File: src/logic/can_pkg.sv
package can_pkg;

  // ----------------------------------------------------------------
  // Widths and counts
  // ----------------------------------------------------------------
  localparam int DW         = 16;
  localparam int AW         = 4;
  localparam int NBUF       = 32;
  localparam int NTX        = 8;
  localparam int IW         = 5;
  localparam int TW         = 3;
  localparam int HALF       = 16;
  localparam int FIFO_DEPTH = 8;

  // ----------------------------------------------------------------
  // Register word indices
  // ----------------------------------------------------------------
  localparam logic [AW-1:0] A_MASK     = 4'h0;
  localparam logic [AW-1:0] A_FULL_LO  = 4'h1;
  localparam logic [AW-1:0] A_FULL_HI  = 4'h2;
  localparam logic [AW-1:0] A_OVF_LO   = 4'h3;
  localparam logic [AW-1:0] A_OVF_HI   = 4'h4;
  localparam logic [AW-1:0] A_CON0     = 4'h5;
  localparam logic [AW-1:0] A_CON_LAST = 4'h8;

  // ----------------------------------------------------------------
  // Control byte layout, same in both halves
  // ----------------------------------------------------------------
  localparam int B_DIR  = 7;
  localparam int B_ABT  = 6;
  localparam int B_LARB = 5;
  localparam int B_ERR  = 4;
  localparam int B_REQ  = 3;
  localparam int B_RTR  = 2;
  localparam int B_PRI  = 0;
  localparam int BYTE_W = 8;

  // ----------------------------------------------------------------
  // Reset values
  // ----------------------------------------------------------------
  localparam logic [DW-1:0]   MASK_RST = 16'h0000;
  localparam logic [NBUF-1:0] FLAG_RST = 32'h0000_0000;
  localparam logic [NTX-1:0]  CON_RST  = 8'h00;

endpackage

File: src/logic/fifo_if.sv
`timescale 1ns/100ps
interface fifo_if #(parameter int W = 5);
  logic         push_valid;
  logic         push_ready;
  logic [W-1:0] push_data;
  logic         pop_valid;
  logic         pop_ready;
  logic [W-1:0] pop_data;

  modport store
  (
    input  push_valid, push_data, pop_ready,
    output push_ready, pop_valid, pop_data
  );
  modport user
  (
    output push_valid, push_data, pop_ready,
    input  push_ready, pop_valid, pop_data
  );
endinterface

File: src/logic/can_buf_ctrl.sv
// Notes on behaviour
// Each extended id mask bit set to one includes that id bit in the acceptance compare, zero ignores it.
// Storing a received message sets that buffer's full flag; 32 flags in two 16-bit words, reset zero.
// Full and overflow flags are readable and writing zero to one clears it.
// Storing into a buffer whose full flag is still set sets its overflow flag.
// Each control word serves two buffers, odd one in the upper byte, even one in the lower, same layout.
// The direction bit makes a buffer transmit when one and receive when zero.
// The read-only aborted flag is one after an abort and zero after a successful send.
// The read-only lost arbitration flag is set when the message lost arbitration.
// The read-only transmit error flag is set when a bus error hits that message.
// Software sets the send request and the block clears it once the message is sent.
// Clearing a send request that is still set asks the engine to abort that message.
// With auto remote enabled a matching remote frame sets the send request, else it is untouched.
// The two-bit priority orders pending sends, 11 highest down to 00 lowest.
// Setting the send request clears the aborted, lost arbitration and error flags.
// Message contents live in DMA RAM; this block only tracks buffer numbers.
// Writing one to a full or overflow flag leaves it unchanged.
`timescale 1ns/100ps
module can_buf_ctrl
  import can_pkg::*;
(
  input  wire logic          clk,
  input  wire logic          rstn,
  input  wire logic          clk_en,
  input  wire logic [AW-1:0] reg_addr,
  input  wire logic [DW-1:0] reg_wdata,
  input  wire logic          reg_wr,
  input  wire logic          reg_rd,
  output logic      [DW-1:0] reg_rdata,
  input  wire logic [DW-1:0] msg_eid,
  input  wire logic [DW-1:0] flt_eid,
  output logic               eid_match,
  input  wire logic          rx_store_valid,
  input  wire logic [IW-1:0] rx_store_idx,
  output logic               rx_store_ready,
  input  wire logic          rtr_valid,
  input  wire logic [TW-1:0] rtr_idx,
  input  wire logic          tx_done,
  input  wire logic          tx_aborted,
  input  wire logic          tx_lost_arb,
  input  wire logic          tx_bus_err,
  input  wire logic [TW-1:0] tx_evt_idx,
  output logic     [NTX-1:0] tx_pending,
  output logic     [NTX-1:0] abort_req,
  output logic               tx_sel_valid,
  output logic      [TW-1:0] tx_sel_idx
);

  // ----------------------------------------------------------------
  // State
  // ----------------------------------------------------------------
  logic [DW-1:0]         mask_r;
  logic [NBUF-1:0]       full_r;
  logic [NBUF-1:0]       full_nxt;
  logic [NBUF-1:0]       ovf_r;
  logic [NBUF-1:0]       ovf_nxt;
  logic [NTX-1:0]        dir_r;
  logic [NTX-1:0]        dir_nxt;
  logic [NTX-1:0]        abt_r;
  logic [NTX-1:0]        abt_nxt;
  logic [NTX-1:0]        larb_r;
  logic [NTX-1:0]        larb_nxt;
  logic [NTX-1:0]        err_r;
  logic [NTX-1:0]        err_nxt;
  logic [NTX-1:0]        sreq_r;
  logic [NTX-1:0]        sreq_nxt;
  logic [NTX-1:0]        rten_r;
  logic [NTX-1:0]        rten_nxt;
  logic [NTX-1:0]        abort_r;
  logic [NTX-1:0]        abort_nxt;
  logic [NTX-1:0][1:0]   pri_r;
  logic [NTX-1:0][1:0]   pri_nxt;
  logic [DW-1:0]         rdata_r;
  logic                  match_r;
  logic                  sel_valid_r;
  logic [TW-1:0]         sel_idx_r;

  // ----------------------------------------------------------------
  // Register decode
  // ----------------------------------------------------------------
  wire           wr_mask    = reg_wr && (reg_addr == A_MASK);
  wire           wr_full_lo = reg_wr && (reg_addr == A_FULL_LO);
  wire           wr_full_hi = reg_wr && (reg_addr == A_FULL_HI);
  wire           wr_ovf_lo  = reg_wr && (reg_addr == A_OVF_LO);
  wire           wr_ovf_hi  = reg_wr && (reg_addr == A_OVF_HI);
  wire           con_hit    = (reg_addr >= A_CON0) &&
                              (reg_addr <= A_CON_LAST);
  wire [AW-1:0]  con_off    = reg_addr - A_CON0;
  wire [1:0]     con_k      = con_off[1:0];
  wire           flag_wr    = wr_full_lo || wr_full_hi ||
                              wr_ovf_lo || wr_ovf_hi;

  // Software write masks: ones keep a flag, zeros clear it
  wire [NBUF-1:0] full_keep = wr_full_lo ? {{HALF{1'b1}}, reg_wdata} :
                              wr_full_hi ? {reg_wdata, {HALF{1'b1}}} :
                              {NBUF{1'b1}};
  wire [NBUF-1:0] ovf_keep  = wr_ovf_lo ? {{HALF{1'b1}}, reg_wdata} :
                              wr_ovf_hi ? {reg_wdata, {HALF{1'b1}}} :
                              {NBUF{1'b1}};

  logic [NTX-1:0]        con_we;
  logic [BYTE_W-1:0]     con_wb   [NTX];
  logic [BYTE_W-1:0]     con_rb   [NTX];
  logic [DW-1:0]         con_word [NTX/2];

  // ----------------------------------------------------------------
  // Buffer pair layout
  // ----------------------------------------------------------------
  for (genvar g = 0; g < NTX; g++)
  begin : g_byte
    assign con_we[g] = reg_wr && con_hit && (con_k == 2'(g / 2));
    assign con_wb[g] = reg_wdata[(g % 2) * BYTE_W +: BYTE_W];
    assign con_rb[g] = {dir_r[g], abt_r[g], larb_r[g], err_r[g],
                        sreq_r[g], rten_r[g], pri_r[g]};
  end
  for (genvar g = 0; g < NTX / 2; g++)
  begin : g_word
    assign con_word[g] = {con_rb[2*g+1], con_rb[2*g]};
  end

  wire [DW-1:0] rd_val =
    (reg_addr == A_MASK)    ? mask_r :
    (reg_addr == A_FULL_LO) ? full_r[HALF-1:0] :
    (reg_addr == A_FULL_HI) ? full_r[NBUF-1:HALF] :
    (reg_addr == A_OVF_LO)  ? ovf_r[HALF-1:0] :
    (reg_addr == A_OVF_HI)  ? ovf_r[NBUF-1:HALF] :
    con_hit                 ? con_word[con_k] : '0;

  // ----------------------------------------------------------------
  // Receive store path
  // ----------------------------------------------------------------
  // Only buffer numbers travel here; payload goes straight to RAM
  fifo_if #(.W(IW)) rxq ();

  assign rxq.push_valid = rx_store_valid;
  assign rxq.push_data  = rx_store_idx;
  // Drain stalls while software edits flags, so the queue can fill
  assign rxq.pop_ready  = !flag_wr;
  assign rx_store_ready = rxq.push_ready && clk_en;

  fifo_buf #(.W(IW), .D(FIFO_DEPTH)) u_rxq
  (
    .clk    (clk),
    .rstn   (rstn),
    .clk_en (clk_en),
    .f      (rxq)
  );

  wire           pop_fire = rxq.pop_valid && rxq.pop_ready && clk_en;
  wire [IW-1:0]  pop_idx  = rxq.pop_data;
  // A buffer set to transmit takes no received message
  wire           pop_tx   = (pop_idx < IW'(NTX)) &&
                            dir_r[pop_idx[TW-1:0]];
  wire           store_ok = pop_fire && !pop_tx;
  wire [NBUF-1:0] pop_onehot = NBUF'(1) << pop_idx;

  always_comb
  begin
    full_nxt = full_r & full_keep;
    ovf_nxt  = ovf_r & ovf_keep;
    if (store_ok)
    begin
      // Store beats a clear in the same cycle
      if (full_r[pop_idx])
        ovf_nxt = ovf_nxt | pop_onehot;
      full_nxt = full_nxt | pop_onehot;
    end
  end

  // ----------------------------------------------------------------
  // Transmit control per buffer
  // ----------------------------------------------------------------
  wire rtr_fire = rtr_valid && clk_en;

  always_comb
  begin
    logic hit_evt;
    logic rise;
    hit_evt = 1'b0;
    rise    = 1'b0;
    for (int i = 0; i < NTX; i++)
    begin
      hit_evt     = (tx_evt_idx == TW'(i));
      dir_nxt[i]  = con_we[i] ? con_wb[i][B_DIR] : dir_r[i];
      rten_nxt[i] = con_we[i] ? con_wb[i][B_RTR] : rten_r[i];
      pri_nxt[i]  = con_we[i] ? con_wb[i][B_PRI +: 2] : pri_r[i];
      sreq_nxt[i] = con_we[i] ? con_wb[i][B_REQ] :
                    (tx_done && hit_evt) ? 1'b0 : sreq_r[i];
      if (rtr_fire && (rtr_idx == TW'(i)) && rten_r[i])
        sreq_nxt[i] = 1'b1;
      rise = sreq_nxt[i] && !sreq_r[i];
      // Event flags are cleared by a fresh request, set by events
      abt_nxt[i]  = rise ? 1'b0 : abt_r[i];
      larb_nxt[i] = (rise ? 1'b0 : larb_r[i]) ||
                    (tx_lost_arb && hit_evt);
      err_nxt[i]  = (rise ? 1'b0 : err_r[i]) ||
                    (tx_bus_err && hit_evt);
      if (tx_done && hit_evt)
        abt_nxt[i] = 1'b0;
      if (tx_aborted && hit_evt)
        abt_nxt[i] = 1'b1;
      abort_nxt[i] = abort_r[i];
      if ((tx_done || tx_aborted) && hit_evt)
        abort_nxt[i] = 1'b0;
      if (con_we[i] && !con_wb[i][B_REQ] && sreq_r[i])
        abort_nxt[i] = 1'b1;
    end
  end

  // ----------------------------------------------------------------
  // Priority pick
  // ----------------------------------------------------------------
  assign tx_pending = sreq_r & dir_r;
  assign abort_req  = abort_r;

  logic          sel_v;
  logic [TW-1:0] sel_i;
  logic [1:0]    sel_p;

  // Ties go to the lower buffer number
  always_comb
  begin
    sel_v = 1'b0;
    sel_i = '0;
    sel_p = '0;
    for (int i = 0; i < NTX; i++)
    begin
      if (tx_pending[i] && (!sel_v || (pri_r[i] > sel_p)))
      begin
        sel_v = 1'b1;
        sel_i = TW'(i);
        sel_p = pri_r[i];
      end
    end
  end

  // ----------------------------------------------------------------
  // Acceptance compare
  // ----------------------------------------------------------------
  wire match_now = (((msg_eid ^ flt_eid) & mask_r) == '0);

  // ----------------------------------------------------------------
  // Registers
  // ----------------------------------------------------------------
  always_ff @(posedge clk or negedge rstn)
  begin
    if (!rstn)
    begin
      mask_r  <= MASK_RST;
      full_r  <= FLAG_RST;
      ovf_r   <= FLAG_RST;
      rdata_r <= '0;
      match_r <= 1'b0;
    end
    else if (clk_en)
    begin
      if (wr_mask)
        mask_r <= reg_wdata;
      full_r  <= full_nxt;
      ovf_r   <= ovf_nxt;
      rdata_r <= reg_rd ? rd_val : '0;
      match_r <= match_now;
    end
  end

  always_ff @(posedge clk or negedge rstn)
  begin
    if (!rstn)
    begin
      dir_r       <= CON_RST;
      abt_r       <= CON_RST;
      larb_r      <= CON_RST;
      err_r       <= CON_RST;
      sreq_r      <= CON_RST;
      rten_r      <= CON_RST;
      abort_r     <= CON_RST;
      pri_r       <= '0;
      sel_valid_r <= 1'b0;
      sel_idx_r   <= '0;
    end
    else if (clk_en)
    begin
      dir_r       <= dir_nxt;
      abt_r       <= abt_nxt;
      larb_r      <= larb_nxt;
      err_r       <= err_nxt;
      sreq_r      <= sreq_nxt;
      rten_r      <= rten_nxt;
      abort_r     <= abort_nxt;
      pri_r       <= pri_nxt;
      sel_valid_r <= sel_v;
      sel_idx_r   <= sel_i;
    end
  end

  assign reg_rdata    = rdata_r;
  assign eid_match    = match_r;
  assign tx_sel_valid = sel_valid_r;
  assign tx_sel_idx   = sel_idx_r;

  logic higher_exists;
  always_comb
  begin
    higher_exists = 1'b0;
    for (int i = 0; i < NTX; i++)
      if (tx_pending[i] && ((pri_r[i] > pri_r[sel_i]) ||
          ((pri_r[i] == pri_r[sel_i]) && (TW'(i) < sel_i))))
        higher_exists = 1'b1;
  end

  wire evt0 = (tx_evt_idx == '0) &&
              (tx_aborted || tx_lost_arb || tx_bus_err);
endmodule

File: src/logic/fifo_buf.sv
`timescale 1ns/100ps
module fifo_buf #(
  parameter int W = 5,
  parameter int D = 8
) (
  input wire logic clk,
  input wire logic rstn,
  input wire logic clk_en,
  fifo_if.store    f
);
  localparam int PW = $clog2(D);
  localparam logic [PW:0]   CNT_FULL = (PW+1)'(D);
  localparam logic [PW-1:0] PTR_LAST = PW'(D-1);

  logic [W-1:0]  mem_r [D];
  logic [PW-1:0] wp_r;
  logic [PW-1:0] rp_r;
  logic [PW:0]   cnt_r;
  wire           push_fire = f.push_valid && f.push_ready && clk_en;
  wire           pop_fire  = f.pop_valid && f.pop_ready && clk_en;

  assign f.push_ready = (cnt_r != CNT_FULL);
  assign f.pop_valid  = (cnt_r != '0);
  assign f.pop_data   = mem_r[rp_r];

  always_ff @(posedge clk)
  begin
    if (push_fire)
      mem_r[wp_r] <= f.push_data;
  end

  always_ff @(posedge clk or negedge rstn)
  begin
    if (!rstn)
    begin
      wp_r  <= '0;
      rp_r  <= '0;
      cnt_r <= '0;
    end
    else
    begin
      if (push_fire)
        wp_r <= (wp_r == PTR_LAST) ? '0 : wp_r + 1'b1;
      if (pop_fire)
        rp_r <= (rp_r == PTR_LAST) ? '0 : rp_r + 1'b1;
      cnt_r <= cnt_r + (PW+1)'(push_fire) - (PW+1)'(pop_fire);
    end
  end
endmodule

File: config.mk
export PLATFORM = sky130hd
export DESIGN_NAME = can_buf_ctrl
export DESIGN_NICKNAME = d
export VERILOG_FILES = /design/src/logic/can_pkg.sv /design/src/logic/fifo_if.sv /design/src/logic/can_buf_ctrl.sv /design/src/logic/fifo_buf.sv
export SDC_FILE = /design/constraint.sdc
export NUM_CORES = 1
export LEC_CHECK = 0
export BUFFER_PORTS_ARGS = -buffer_cell sky130_fd_sc_hd__buf_4
export CAP_MARGIN = 20
export CORE_ASPECT_RATIO = 2
export CORE_MARGIN = 2
export CORE_UTILIZATION = 40
export CTS_CLUSTER_DIAMETER = 80
export CTS_CLUSTER_SIZE = 14
export DETAILED_ROUTE_END_ITERATION = 8
export PLACE_DENSITY_LB_ADDON = 0.12
export SLEW_MARGIN = 20
export SYNTH_ARGS = -nofsm -noshare
export SYNTH_HDL_FRONTEND = slang
export SYNTH_HIERARCHICAL = 1
export SYNTH_SLANG_ARGS = --single-unit
File: constraint.sdc
create_clock -name clk -period 10.4 [get_ports clk]
set_input_delay 1.56 -clock clk [delete_from_list [all_inputs] [get_ports clk]]
set_output_delay 1.56 -clock clk [all_outputs]
set_load 0.01 [all_outputs]
Word level (Yosys, flattened, before mapping)
Memory sizes are Yosys's and may differ from the RTL's. Index checks and enable logic that the tools add are counted. Widths: inputs -> output; s select.

Register bits after elaboration: 183. Bits in writable memories: 40. Bits of input ports: 74. Output and inout bits: 38. Memories kept: 1.

Memories: u_rxq.mem_r (words 8, bits a word 5, rd ports 1, clocked after Yosys merged registers in 0, wr ports 1, RTL line fifo_buf.sv:15) `logic [W-1:0] mem_r [D];`.

$add $sub $neg: 5. Order comparisons: 13. Equal/unequal tests: 24. Shift-type cells: 1. Muxes and demuxes: 127. Bitwise logic cells: 8. Reductions and logical operators: 195.

Operators by type and width (number): $mux 32 (7); $mux 16 (9); $logic_and 1x1->1 (106); $mux 1 (93); $and 32x32->32 (2); $or 32x32->32 (2); $reduce_and 2->1 (21); $bmux 16 s2 (1); $shl 1x5->32 const A (1); $eq 3x3->1 const B (10); $logic_or 1x1->1 (27); $mux 3 (8); $reduce_bool 3->1 (8); $logic_not 1->1 (19); $and 16x16->16 (1); $logic_not 16->1 (1); $reduce_bool 2->1 (8); $xor 16x16->16 (1); $gt 2x2->1 (7); $mux 2 (7); $eq 3x2->1 const B (4); $and 8x8->8 (1); $eq 4x2->1 const B (2); $add 3x1->3 const B (2); 22 further kinds (25).

Logic depth before layout (Yosys ltp)
Gate-level depths: netlist (run 1).

Word-level depth: 30. Depth in mapped cells: 44. Mapped depth without buffers: 43.

Modules after synthesis
Netlist (run 1), hierarchy kept.

Modules (own cells, without submodules): can_buf_ctrl (times used 1, cells each 917, area an instance 9427.8 um^2, sequential area each 4329.2 um^2); fifo_buf (times used 1, cells each 118, area an instance 2177.1 um^2, sequential area each 1451.4 um^2).

Least setup slack after synthesis (run 1)
Ideal clock, no wire load.

Kind: register -> register. From: reg sreq_r[0]. To: reg sel_idx_r[0] (netlist: tx_sel_idx[0]). Arrival: 7527 ps. Data required time: 10276 ps. Setup slack: 2749 ps. Cell stages (with the launch flop): 42. Period minus slack after synthesis: 7651 ps. Cell sequence: dfrtp_1 > and2_1 > buf_4 > nand2_1 > ha_1 > nor2b_1 > o2111ai_1 > nand3_1 > and2_1 > ha_1 > nor2b_1 > o21ai_0 > a211oi_1 > a21o_1 > ha_1 > nor2b_1 > o21ai_0 > a21boi_2 > (+6 left out) > nor2_1 > ha_1 > nor2_1 > o2111a_1 > o21a_1 > o31ai_2 > ha_1 > a21oi_1 > a21oi_1 > nor2_1 > mux2_2 > ha_1 > nor2b_1 > o21ai_0 > nand2_1 > nand2_1 > nand2_1 > o31a_1.

Word-level cells in the longest chain between the ends: 30. Elaborated cells on any way between the ends: 50.

RTL lines: from (decl) (RTL line can_buf_ctrl.sv:65) `logic [NTX-1:0] sreq_r;`; from (signal assigned) (RTL line can_buf_ctrl.sv:287) `sreq_r <= sreq_nxt;`; $and 8x8->8 * (RTL line can_buf_ctrl.sv:213) `assign tx_pending = sreq_r & dir_r;`; net tx_pending[0] (RTL line can_buf_ctrl.sv:43) `output logic [NTX-1:0] tx_pending,`; $mux 2 / $mux 1 (equally long branches) (RTL line can_buf_ctrl.sv:228) `if (tx_pending[i] && (!sel_v || (pri_r[i] > sel_p)))`; $gt 2x2->1 / $logic_not 1->1 (equally long branches) (RTL line can_buf_ctrl.sv:228); $logic_or 1x1->1 (RTL line can_buf_ctrl.sv:228); $logic_and 1x1->1 (RTL line can_buf_ctrl.sv:228); $mux 2 / $mux 1 (equally long branches) (RTL line can_buf_ctrl.sv:228); $gt 2x2->1 / $logic_not 1->1 (equally long branches) (RTL line can_buf_ctrl.sv:228); (+15 left out); $gt 2x2->1 / $logic_not 1->1 (equally long branches) (RTL line can_buf_ctrl.sv:228); $logic_or 1x1->1 (RTL line can_buf_ctrl.sv:228); $logic_and 1x1->1 (RTL line can_buf_ctrl.sv:228); $mux 2 / $mux 1 (equally long branches) (RTL line can_buf_ctrl.sv:228); $gt 2x2->1 / $logic_not 1->1 (equally long branches) (RTL line can_buf_ctrl.sv:228); $logic_or 1x1->1 (RTL line can_buf_ctrl.sv:228); $logic_and 1x1->1 (RTL line can_buf_ctrl.sv:228); $mux 3 * (RTL line can_buf_ctrl.sv:228); to (signal assigned) (RTL line can_buf_ctrl.sv:292) `sel_idx_r <= sel_i;`; to (decl) (RTL line can_buf_ctrl.sv:76) `logic [TW-1:0] sel_idx_r;`.

The timed path passes the listed nets; every way through them passes the cells marked *. A chain may end at the register's enable or synchronous reset.

Worst setup path after layout (run 1)
From: reg sreq_r[0]. To: reg sel_idx_r[0] (netlist: tx_sel_idx[0]).

Word-level cells in the longest chain between the ends: 30. Elaborated cells on any way between the ends: 50.

RTL lines (RTL line): $and 8x8->8 * (can_buf_ctrl.sv:213); $mux 2 / $mux 1 (equally long branches) (can_buf_ctrl.sv:228); $gt 2x2->1 / $logic_not 1->1 (equally long branches) (can_buf_ctrl.sv:228); $logic_or 1x1->1 (can_buf_ctrl.sv:228); $logic_and 1x1->1 (can_buf_ctrl.sv:228); $mux 2 / $mux 1 (equally long branches) (can_buf_ctrl.sv:228); $gt 2x2->1 / $logic_not 1->1 (equally long branches) (can_buf_ctrl.sv:228); $logic_or 1x1->1 (can_buf_ctrl.sv:228); (+14 left out); $gt 2x2->1 / $logic_not 1->1 (equally long branches) (can_buf_ctrl.sv:228); $logic_or 1x1->1 (can_buf_ctrl.sv:228); $logic_and 1x1->1 (can_buf_ctrl.sv:228); $mux 2 / $mux 1 (equally long branches) (can_buf_ctrl.sv:228); $gt 2x2->1 / $logic_not 1->1 (equally long branches) (can_buf_ctrl.sv:228); $logic_or 1x1->1 (can_buf_ctrl.sv:228); $logic_and 1x1->1 (can_buf_ctrl.sv:228); $mux 3 * (can_buf_ctrl.sv:228).

Mark *: on every way between the ends. The rest lies on a longest branch, timed or not.

==> results.ini, run 1 <==
[timing]
rsz0062_at_grt = false
layout_setup_ws_ns = 1.759
slew_headroom_pct = 33.33
worst_pin_slew_ns = 0.9977
whs_ns = 0.4892
fin_crit_sh_pct = 83.09
fin_worst_skew_ns = 0.02055
report.final.slew_viol_count = 0
setup_tns_ns = 0
finalHoldViolCount = 0
period_minus_slack_ns = 8.641
setup_violations = 0
fmax_mhz = 115.7

[outcome]
status = finished clean

[logic_synthesis]
ys_ff_latch = 223
synth_nets = 1137
synthArstFlopShare_pct = 82.06
synthesis.area_mm2 = 0.01160
ys.flop_type = dfrtp_1
synth.avg_cell_area_um2 = 11.21
synth-edff-count = 40
yosys_warnings = 6
synth_cell_types = 65
ys_top_cells_by_area = dfrtp_1, edfxtp_1, o21ai_0, mux2_2, mux4_1
syn_inst = 1035
synth_top_area_cell = dfrtp_1
ys_seq_area_share_pct = 49.81
yosys.area.top_type_share_pct = 39.46

[route]
vias = 8740
drtIter0Drc = 556
ant_nets = 0
routedWlPerCell_um = 23.66
drt_wl_total_um = 35140
viasPerCell = 5.886
drc = 0
dr.pass1.iters = 5

[clocking]
h-tree-depth = 1
cts-root-buf = clkbuf_16
clk_pin_slew_ns = 0.07
cts_tree = done
clk-insertion-delay-late_ns = 0.52
cts.sinks = 223
cts_max_path_buffers = 3
cts_setup_buffers = 0
cts_inserted_buffers = 19
cts_hold_buffers = 0
cts_resized = 0

[finish]
fillCellCount = 2722
syn_to_final_growth_pct = 13.79
seq_area_mm2 = 0.005781
multi_input_area_mm2 = 0.005451
antennaDiodeCount = 0
drive_gt1_share_pct = 21.07
layout.cells.non_filler = 1485
postLayoutCoreUtil_pct = 45.95
fin_nets = 1223

[critical_path]
critPathLaunchType = flop
cp_top_family = compound AO/OA/AOI/OAI gates
path_class = reg -> reg
crit_slowest_cell = dfrtp_1
cp_slowest_stage_delay_ns = 0.51
crit_path_frequent_cell = ha_1
cp.arrival_ns = 9.04
endpoint_kind = flop
cp.required_ns = 10.79
reg2reg_slack_ns = 1.76
critPathBufInv = 0
crit_fanout = 9

[grt]
grt_max_degree = 67
track_usage_pct = 22.80
antenna_found_initial = 0
overflow = 0
grt_pass1_wl_um = 53630
grt_pass1_vias = 9031

[floorplanning]
dieArea_mm2 = 0.03047
die_h_um = 244.9
row_count = 88
initial_core_util_pct = 40.38
die_w_um = 124.4
coreArea_mm2 = 0.02874
pin_count = 112

[power]
irDropWorstVdd_uv = 157.2
power.leakage_nw = 5.648
p_per_area_mw_per_mm2 = 225.2

[job]
maxCapViolCount = 0

[placement]
place_hpwl_um = 26900
place_inst = 1460
place_ws_ns = 1.790
routabilityCongestion = 0.8712
io_buffers = 111

[worst_hold_path]
hold_class = reg -> reg

-- sequential cells by signal, summed over array words and instances, names as in the netlist, 16 cells and up --
| signal | flops |
|---|---|
| con_rb | 16 |
| full_r | 32 |
| mask_r | 16 |
| ovf_r | 32 |
| reg_rdata | 16 |
| u_rxq/mem_r | 40 |
-- final timing paths --
check | depth (start not counted) | endpoint | start
max | 40 | tx_sel_idx[0] | sreq_r[0]
min reg2reg | 1 | reg_rdata[7] | reg_rdata[7]
min | 1 | reg_rdata[7] | reg_rdata[7]
max in group asynchronous | 3 | u_rxq/rp_r[2] | rstn
max reg2reg | 40 | tx_sel_idx[0] | sreq_r[0]
min in group asynchronous | 1 | full_r[13] | rstn
-- cell usage after synthesis, drive strengths merged (12+ instances only) --
library cell	count
xor2	18
a32o	13
o21ai	205
mux4	38
nand2	106
nor2	38
ha	27
a222oi	16
buf	17
mux2	62
nand2b	25
edfxtp	40
o211ai	22
a21oi	19
clkbuf	38
o2bb2ai	16
inv	30
dfrtp	183
and2	13
nor2b	12
-- layout by cell type, fill, tap and decap left out, types with 3 or more instances in the layout --
cell type / instances
o21ai_1: 11
and2_1: 13
clkbuf_16: 19
and3_1: 8
xor2_1: 18
nand4_1: 6
or2_2: 3
clkbuf_1: 5
buf_4: 119
nor2_1: 38
o22ai_1: 7
ha_1: 27
mux2_2: 62
a22oi_1: 8
mux4_1: 18
o211ai_1: 22
o21ai_0: 194
a32o_1: 13
a222oi_1: 16
nand2_1: 106
nand3b_1: 3
edfxtp_1: 40
nor3_1: 4
a31oi_1: 3
a21o_1: 6
nor2b_1: 12
dfrtp_1: 183
o31ai_1: 4
o2bb2ai_1: 16
o2111a_1: 3
nand2b_1: 24
a21oi_1: 19
nand3_1: 10
mux4_2: 20
or3_1: 3
inv_1: 30
-- final cells by class --
class	count	area share (%)
multi-input combinational	727	41.28
timing repair buffer	120	6.869
inverter	30	0.8528
tap	360	3.411
clock inverter	1	0.06633
sequential	223	43.77
clock buffer	24	3.743
-- routing by layer --
layer  up-vias  wire length (µm)  track usage [%]
li1       4035                 -                -
met1      4390             12100            23.00
met2       246             20280            46.09
met3        69              1265            2.332
met4         0              1499            10.05
met5         -                 0                0
-- report_power, final --
part	internal [mW]	switching (mW)
Clock	0.332	0.313
Sequential	1.10	0.196
Combinational	0.461	0.577
Total	1.89	1.09
-- logic make-up after synthesis --
| family | Yosys count | share of synthesized area, % |
|---|---|---|
| AOI/OAI and AO/OA | 334 | 17.88 |
| xor gates and xnor gates | 18 | 1.358 |
| adders and majority gates | 29 | 3.170 |
| buffers and inverters | 85 | 3.213 |
| DFF | 223 | 49.81 |
| muxes | 101 | 14.17 |
| and+or+nand+nor | 245 | 10.40 |
-- stage by stage --
step	power, mW	cell area [µm²]
6_report	2.974	13210
4_1_cts	3.008	13210
3_3_place_gp	2.337	12700
5_1_grt	3.149	13210
2_1_floorplan	1.962	11600
3_5_place_dp	2.355	12700
No activity file was read; power rests on OpenSTA's default activity.
==> run 2: changes to the inputs <==
==> constraint.sdc (replaced) <==
create_clock -name clk -period 8.39 [get_ports clk]
set_input_delay 1.2585 -clock clk [delete_from_list [all_inputs] [get_ports clk]]
set_output_delay 1.2585 -clock clk [all_outputs]
set_load 0.01 [all_outputs]
==> results.ini, run 2 (same netlist as run 1, synthesis figures left out) <==
[timing]
whs_ns = 0.4891
finalHoldViolCount = 0
worst_pin_slew_ns = 0.9864
report.final.slew_viol_count = 0
setup_tns_ns = 0
period_minus_slack_ns = 7.879
slew_headroom_pct = 34.08
fin_worst_skew_ns = 0.01690
fin_crit_sh_pct = 93.90
layout_setup_ws_ns = 0.5115
setup_violations = 0
fmax_mhz = 126.9

[floorplanning]
row_count = 88
die_h_um = 244.9
die_w_um = 124.4
initial_core_util_pct = 40.38
dieArea_mm2 = 0.03047
coreArea_mm2 = 0.02874
pin_count = 112

[critical_path]
path_class = reg -> reg
crit_fanout = 6
critPathLaunchType = flop
cp_slowest_stage_delay_ns = 0.39
cp.arrival_ns = 8.28
critPathBufInv = 0
cp.required_ns = 8.79
endpoint_kind = flop
cp_top_family = compound AO/OA/AOI/OAI gates
crit_path_frequent_cell = ha_1
crit_slowest_cell = dfrtp_1

[route]
vias = 8801
drc = 0
viasPerCell = 5.907
ant_nets = 0
routedWlPerCell_um = 23.97
drtIter0Drc = 666
drt_wl_total_um = 35720
dr.pass1.iters = 8

[finish]
fin_nets = 1229
final_common_cell = o21ai_0
syn_to_final_growth_pct = 14.61
antennaDiodeCount = 0
final_cell_mix = o21ai_0, dfrtp_1, buf_4
stdcell_area_mm2 = 0.01330
top_regs = u_rxq/mem_r: 40 flops, full_r: 32 flops, ovf_r: 32 flops
drive_gt1_share_pct = 22.21
postLayoutCoreUtil_pct = 46.28
layout.cells.non_filler = 1490
largest_register_ffs = 40
top_register = u_rxq/mem_r

[placement]
placed_cell_area_mm2 = 0.01271
routabilityCongestion = 0.8399
io_buffers = 111
place_hpwl_um = 27160
place_ws_ns = -0.1080
place_inst = 1461

[clocking]
cts-root-buf = clkbuf_16
cts_max_path_buffers = 3
cts.sinks = 223
cts_inserted_buffers = 19
cts_tree = done
h-tree-depth = 1
clk-insertion-delay-late_ns = 0.51
clk_pin_slew_ns = 0.08

[power]
power.leakage_nw = 5.684
p_per_area_mw_per_mm2 = 280.9
power_mw = 3.736
irDropWorstVdd_uv = 196.4

[grt]
antenna_found_initial = 0
grt_max_degree = 68
track_usage_pct = 23.46
grt_pass1_vias = 9136
overflow = 0
grt_pass1_wl_um = 54900

[job]
maxCapViolCount = 0

[outcome]
status = finished clean

[worst_hold_path]
hold_class = reg -> reg

[run 2: cell count changes in the layout (fill, tap and decap cells not counted), sizes merged]
cell	previous run	this run
buf	119	125
inv	31	30
[run 2: worst register-to-register path, delay by kind of cell (launching register included)]
family	cells	cell delay, ns
AO/OA/AOI/OAI	16	2.88
adder cells (fa/ha/maj)	7	1.96
flip-flops	1	0.39
multiplexers	2	0.71
AND/OR/NAND/NOR	15	1.85
[run 2: repair_timing]
| action | in CTS | in global routing |
|---|---|---|
| gates cloned | 0 | 0 |
| endpoints found under the setup margin | 3 | 3 |
| pin swaps | 0 | 4 |
| hold buffers | 0 | 0 |
| resized for setup | 2 | 12 |
| setup buffers | 0 | 5 |
[run 2: layer usage]
layer / up-vias / wire, µm / GRT usage (%)
li1: 4048 / - / -
met1: 4392 / 12040 / 23.97
met2: 281 / 20290 / 46.43
met3: 80 / 1507 / 2.485
met4: 0 / 1877 / 11.63
met5: - / 0 / 0
[run 2: worst paths after layout]
| kind | slack [ns] | start | cells after the start | end |
|---|---|---|---|---|
| max | 0.51 | dir_r[0] | 40 | tx_sel_idx[0] |
| min | 0.49 | reg_rdata[7] | 1 | reg_rdata[7] |
| max in group asynchronous | 5.63 | rstn | 3 | ovf_r[9] |
| min in group asynchronous | 0.74 | rstn | 1 | mask_r[14] |
| min reg2reg | 0.49 | reg_rdata[7] | 1 | reg_rdata[7] |
| max reg2reg | 0.51 | dir_r[0] | 40 | tx_sel_idx[0] |
[run 2: layout make-up]
| type | instances | area, µm² |
|---|---|---|
| fillers | 2695 | 15440 |
| flip-flops and latches | 223 | 5781 |
| multi-input cells | 727 | 5510 |
| repair buffers | 126 | 952.2 |
| clock buffers | 24 | 494.2 |
| well taps | 360 | 450.4 |
| inverters | 30 | 112.6 |
[run 2: where the power goes]
part           leakage [nW]  total, mW  internal [mW]  switching (mW)
combinational          2.73       1.33          0.584           0.744
sequential             2.71       1.60           1.36           0.243
clock                 0.240      0.808          0.410           0.398
total                  5.68       3.74           2.35            1.38
